<file path="config.mk">
export PLATFORM = sky130hd
export DESIGN_NAME = pdbt_fifo
export DESIGN_NICKNAME = d
export VERILOG_FILES = /design/src/pdbt_fifo.v
export SDC_FILE = /design/constraint.sdc
export NUM_CORES = 1
export LEC_CHECK = 0
export ABC_AREA = 1
export BUFFER_PORTS_ARGS = -buffer_cell sky130_fd_sc_hd__buf_2
export CORE_ASPECT_RATIO = 1.1
export CORE_MARGIN = 2
export CORE_UTILIZATION = 35
export DETAILED_ROUTE_END_ITERATION = 7
export PLACE_DENSITY_LB_ADDON = 0.12
export SYNTH_ARGS = -nofsm -noshare
export SYNTH_HDL_FRONTEND = slang
export SYNTH_SLANG_ARGS = --single-unit
</file>
<file path="constraint.sdc">
create_clock -name sys_clk -period 4.52 [get_ports sys_clk]
set_clock_uncertainty 0.1 [all_clocks]
set_input_delay 0.452 -clock sys_clk [delete_from_list [all_inputs] [get_ports sys_clk]]
set_output_delay 0.452 -clock sys_clk [all_outputs]
set_load 0.01 [all_outputs]
</file>
<file path="src/pdbt_fifo.v">
// Parameterised flip-flop FIFO with valid/ready on both sides
`timescale 1ns/1ps
module pdbt_fifo #(
	parameter WIDTH = 1,
	parameter DEPTH = 16,
	parameter AW    = 4
) (
	// Clock and reset
	input  wire             sys_clk,
	input  wire             reset_n,
	input  wire             flush,
	// Fill side
	input  wire             in_valid,
	output wire             in_ready,
	input  wire [WIDTH-1:0] in_data,
	// Drain side
	output wire             out_valid,
	input  wire             out_ready,
	output wire [WIDTH-1:0] out_data
);
	reg [WIDTH-1:0] mem_reg [0:DEPTH-1];
	reg [AW-1:0]    wr_ptr_reg;
	reg [AW-1:0]    rd_ptr_reg;
	reg [AW:0]      count_reg;
	wire            push;
	wire            pop;

	assign in_ready  = (count_reg != DEPTH[AW:0]);
	assign out_valid = (count_reg != {(AW+1){1'b0}});
	assign out_data  = mem_reg[rd_ptr_reg];
	assign push      = in_valid && in_ready;
	assign pop       = out_valid && out_ready;

	always @(posedge sys_clk) begin
		if (push)
			mem_reg[wr_ptr_reg] <= in_data;
	end

	always @(posedge sys_clk or negedge reset_n) begin
		if (!reset_n) begin
			wr_ptr_reg <= {AW{1'b0}};
			rd_ptr_reg <= {AW{1'b0}};
			count_reg  <= {(AW+1){1'b0}};
		end else if (flush) begin
			wr_ptr_reg <= {AW{1'b0}};
			rd_ptr_reg <= {AW{1'b0}};
			count_reg  <= {(AW+1){1'b0}};
		end else begin
			if (push)
				wr_ptr_reg <= (wr_ptr_reg == DEPTH[AW-1:0] - 1'b1) ? {AW{1'b0}} : wr_ptr_reg + 1'b1;
			if (pop)
				rd_ptr_reg <= (rd_ptr_reg == DEPTH[AW-1:0] - 1'b1) ? {AW{1'b0}} : rd_ptr_reg + 1'b1;
			if (push && !pop)
				count_reg <= count_reg + 1'b1;
			else if (pop && !push)
				count_reg <= count_reg - 1'b1;
		end
	end
endmodule // pdbt_fifo

</file>
After elaboration in Yosys (flattened, before gate mapping)
Memory sizes are Yosys's and may differ from the RTL's.
Index checks and enable logic that the tools add are counted.
{"block": "word_totals", "regBits": 13, "latch_bits": 0, "ramBits": 16, "mem_bits_ro": 0, "in_bits": 6, "output_inout_bits": 3, "elab_cells": 32, "mem_count": 1}
{"block": "op_classes", "add_sub_neg": 4, "n_mul": 0, "div_mod_pow": 0, "order_cmp": 0, "n_eq_ne": 3, "shifts": 0, "n_mux": 11, "n_bitwise": 0, "reduce_logical": 10}
{"name": "mem_reg", "depth": 16, "width": 1, "rd": 1, "rd_clocked_by_memory_dff": 0, "write_ports": 1, "line": "21", "text": "reg [WIDTH-1:0] mem_reg [0:DEPTH-1];"}
{"cell": "2-to-1 mux 4 bit", "count": 6}
{"cell": "2-to-1 mux 5 bit", "count": 3}
{"cell": "adder 4 x 1 -> 4 bit, second input constant", "count": 2}
{"cell": "== test 4 bit, second input constant", "count": 2}
{"cell": "adder 5 x 1 -> 5 bit, second input constant", "count": 1}
{"cell": "!= test 5 bit, second input constant", "count": 1}
{"cell": "nonzero test 5 bit", "count": 1}
{"cell": "subtractor 5 x 1 -> 5 bit, second input constant", "count": 1}
{"cell": "logical AND 1 bit", "count": 4}
{"cell": "nonzero test 2 bit", "count": 2}
{"cell": "nonzero test 3 bit", "count": 1}
{"cell": "logical NOT 1 bit", "count": 2}
{"cell": "2-to-1 mux 1 bit", "count": 2}

Depth between registers and ports, before layout
{"block": "logic_depth", "word_depth": 7, "depth_mapped": 15}

Least setup slack after synthesis
OpenSTA, ideal clock, no wires.
{"block": "synth_path", "kind": "flip-flop to flip-flop", "start": "register count_reg[0]", "end": "register count_reg[4]", "setup_time_ns": 0.117, "t_arrival_ns": 1.829, "required_time_ns": 4.303, "slack_ns": 2.474, "stages_incl_launch_ff": 14, "n_path_buf": 0, "period_less_slack_ns": 2.046, "cell_sequence": "dfrtp_1 -> nor2_4 -> nand3_2 -> nand2_4 -> nand2_4 -> fa_1 -> nand3_1 -> nand4_1 -> nand2_1 -> inv_1 -> nand2_1 -> nand2_1 -> nand2_1 -> nand2_1"}
{"block": "synth_via", "elab_chain_len": 6, "elab_cells_between_ends": 14, "cone_classes": "add/sub: 2; eq/ne: 1; mux: 3; reduce/logical: 8"}
{"item": "start, declared", "line": "24", "text": "reg [AW:0] count_reg;"}
{"item": "start signal, assigned", "line": "43", "text": "count_reg <= {(AW+1){1'b0}};"}
{"item": "start signal, assigned", "line": "47", "text": "count_reg <= {(AW+1){1'b0}};"}
{"item": "start signal, assigned", "line": "54", "text": "count_reg <= count_reg + 1'b1;"}
{"item": "nonzero test 5 bit *", "line": "29", "text": "assign out_valid = (count_reg != {(AW+1){1'b0}});"}
{"item": "via out_valid", "line": "17", "text": "output wire out_valid,"}
{"item": "logical AND 1 bit *", "line": "32", "text": "assign pop = out_valid && out_ready;"}
{"item": "logical NOT 1 bit", "line": "53", "text": "if (push && !pop)"}
{"item": "logical AND 1 bit", "line": "53"}
{"item": "2-to-1 mux 5 bit", "line": "53"}
{"item": "2-to-1 mux 5 bit", "line": "44", "text": "end else if (flush) begin"}
Mark *: on every way through the listed nets, which the timed path passes. The rest lies on a longest branch. The select of a mux whose other input is x is not followed.
A chain may end at the register's enable or synchronous reset.

Worst setup path after layout
{"block": "layout_path", "start": "register count_reg[0]", "end": "register count_reg[4]"}
{"block": "layout_via", "elab_chain_len": 6, "elab_cells_between_ends": 14, "cone_classes": "add/sub: 2; eq/ne: 1; mux: 3; reduce/logical: 8"}
{"item": "branches (longest 6 deep; another with subtractor 5 x 1 -> 5 bit)"}
Parallel ways; which one is timed is not known. The select of a mux whose other input is x is not followed.

==> metrics.yaml <==
clocking:
  clkLatencyLatePin_ns: 0.28
  cts_tree: "built"
  ctsResizeCount: 0
  clock_path_buffers: 2
  numCtsBuffers: 5
  clock-sinks: 29
  cts-root-buf: "clkbuf_8"
  clk_pin_slew_ns: 0.07
  cts_htree_levels: 2
synthesis:
  synthArstFlopShare_pct: 44.83
  synth_most_common_cell: "nand2_1"
  ys_seq_area_share_pct: 47.81
  synth_top_area_share_pct: 28.51
  synth_edf_count: 16
  synthesis.nets: 199
  synthFlopType: "edfxtp_1"
  avgSynthCellArea_sq_um: 9.210
  postSynthCellCount: 183
  synth_area_leaders: "edfxtp_1, dfrtp_1, nand2_1"
  synth_cell_type_count: 29
  ys_ff_latch: 29
  syn_area_sq_um: 1685
  synth_area_leader_cell: "edfxtp_1"
  yosysWarnings: 0
  yosys-top-cells-count: "nand2_1, nor2_1, edfxtp_1"
critical_path:
  crit_path_max_incr_delay_ns: 0.46
  crit_type: "reg -> reg"
  path_buf_inv: 1
  cp_top_family: "simple AND/OR/NAND/NOR gates"
  critPathLaunchType: "flop"
  path_max_fanout: 11
  critical_path.cell_chain: "nor2_4, nand3_2, nand2_4, nand2_4, fa_1, nand3_1, nand4_1, nand2_1, inv_1, nand2_1, nand2_1, nand2_1, nand2_1"
  end_kind: "flop"
  arrival_ns: 2.23
  cp_slowest_cell: "dfrtp_1"
  required_ns: 4.59
  critPathMostFrequentCell: "nand2_1"
cells_and_area:
  final_core_util_pct: 40.08
  fin_nets: 212
  area_growth_pct: 10.62
  largest_register_ff_count: 16
  drive_gt1_share_pct: 14.72
  diodes: 0
  finalNonFillerCells: 253
  nFillCells: 471
placement:
  post-place-cells: 244
  gp_congestion: 0.8001
  dp_hpwl_mm: 2.471
  portBuffers: 8
die:
  start_util_pct: 36.23
  core.rowCount: 26
  coreArea_sq_um: 4652
  die_w_um: 70.17
  die_h_um: 76.78
  die-area_sq_um: 5387
  pin_count: 9
grt:
  grt_pass1_wl_mm: 5.547
  grt_pass1_vias: 1226
  grt.overflow.total: 0
  grt_usage_pct: 13.25
  antenna_found_initial: 0
  grt_max_degree: 18
sta:
  max_slew_margin_pct: 64.42
  max_freq_mhz: 462.9
  min_period_over_period_pct: 47.79
  setup_tns_ns: 0
  hold_viol: 0
  setup_viol_count_final: 0
  slew_violations: 0
  tightest_slew_ns: 0.5305
  whs_ns: 0.3659
  period_needed_ns: 2.160
  rsz0062_at_grt: "false"
detailed_routing:
  drtPass1Iterations: 4
  drc_errors: 0
  routed_wirelength_mm: 3.265
  viasPerCell: 4.874
  avgRoutedWirePerCell_um: 12.91
  wl_met2_mm: 1.523
  wl_met1_mm: 1.581
  wl_met3_um: 88
  ant_nets: 0
  drt_iter0_drc: 53
  num_vias: 1233
  top_layer_used: "met4"
flow_run:
  drv_cap: 0
pwr:
  leakage_nw: 0.7721
  p_switching_mw: 0.3514
  combPwrFrac_pct: 37.1
  pwr-share-seq_pct: 39.9
  p_int_mw: 0.5443
  pwr-share-clk_pct: 23.0
  ir_drop_v: 0.0002369
  power_density_nw_per_um2: 480.4
  power_switching_share_pct: 39.23
hold_path:
  hold_path.class: "in -> reg"
run_status:
  status: "finished clean"
==> power groups by stage <==
stage | logic, mW | clock network (mW) | registers, mW
3_5_place_dp | 0.332 | 0 | 0.362
2_1_floorplan | 0.280 | 0 | 0.346
3_3_place_gp | 0.331 | 0 | 0.363
4_1_cts | 0.336 | 0.213 | 0.358
5_1_grt | 0.379 | 0.223 | 0.362
6_report | 0.332 | 0.206 | 0.358
==> cells by family (layout without fill, tap and decap cells) <==
family,Yosys count,count (layout),synth area share (%)
AOI/OAI and AO/OA,23,23,7.201
xor gates and xnor gates,2,2,1.040
adders and majority gates,10,10,7.870
buffers and inverters,18,32,5.345
DFF,29,29,47.81
and+or+nand+nor,101,101,30.74
==> metrics by stage <==
| step | area (sq um) | setup slack (ns) | total power, mW |
|---|---|---|---|
| floorplan | 1685 | 2.474 | 0.6262 |
| global placement | 1772 | 2.409 | 0.6940 |
| detailed placement | 1772 | 2.340 | 0.6945 |
| CTS | 1864 | 2.345 | 0.9059 |
| global route | 1864 | 2.158 | 0.9642 |
| finish | 1864 | 2.360 | 0.8956 |
==> routing by layer <==
metal  GRT usage, %  vias up
met1          16.74      571
met3          4.468        8
met4          6.731        0
li1               -      643
met5              0        -
met2          20.10       11
==> tightest hold or removal path, stage by stage <==
cell and delay, ns:
buf_2 0.12, nor2_1 0.05, nand2_1 0.05, nand2_1 0.04
==> cell type report <==
class	count	area, sq um	area share (%)
clock inverter	2	10.01	0.5369
tap	56	70.07	3.758
inverter	15	66.31	3.557
multi-input combinational	136	789.5	42.35
timing repair buffer	9	50.05	2.685
sequential	29	805.8	43.22
clock buffer	6	72.57	3.893
==> cell usage in the layout (no fill, tap or decap), types with 5 or more instances in the layout <==
master,instances
nand2_1,42
edfxtp_1,16
nand4_1,10
ha_1,9
buf_2,8
inv_1,11
a21oi_1,7
nand3_1,8
nor2_1,28
dfrtp_1,13
o21ai_0,12
clkbuf_8,5
==> worst paths after layout <==
check,start,slack [ns],depth (start not counted),end
hold reg to reg,wr_ptr_reg[3],0.51,1,mem_reg[7]
hold / removal,flush,0.37,4,count_reg[0]
setup reg to reg,count_reg[0],2.36,13,count_reg[4]
max in group asynchronous,reset_n,3.55,2,wr_ptr_reg[0]
setup / recovery,count_reg[0],2.36,13,count_reg[4]
min in group asynchronous,reset_n,0.51,2,count_reg[4]
==> what timing repair did <==
item                      CTS  global route
setup buffers               0             0
hold endpoints to repair   13             0
hold buffers                1             0
(Power assumes the default switching activity.)
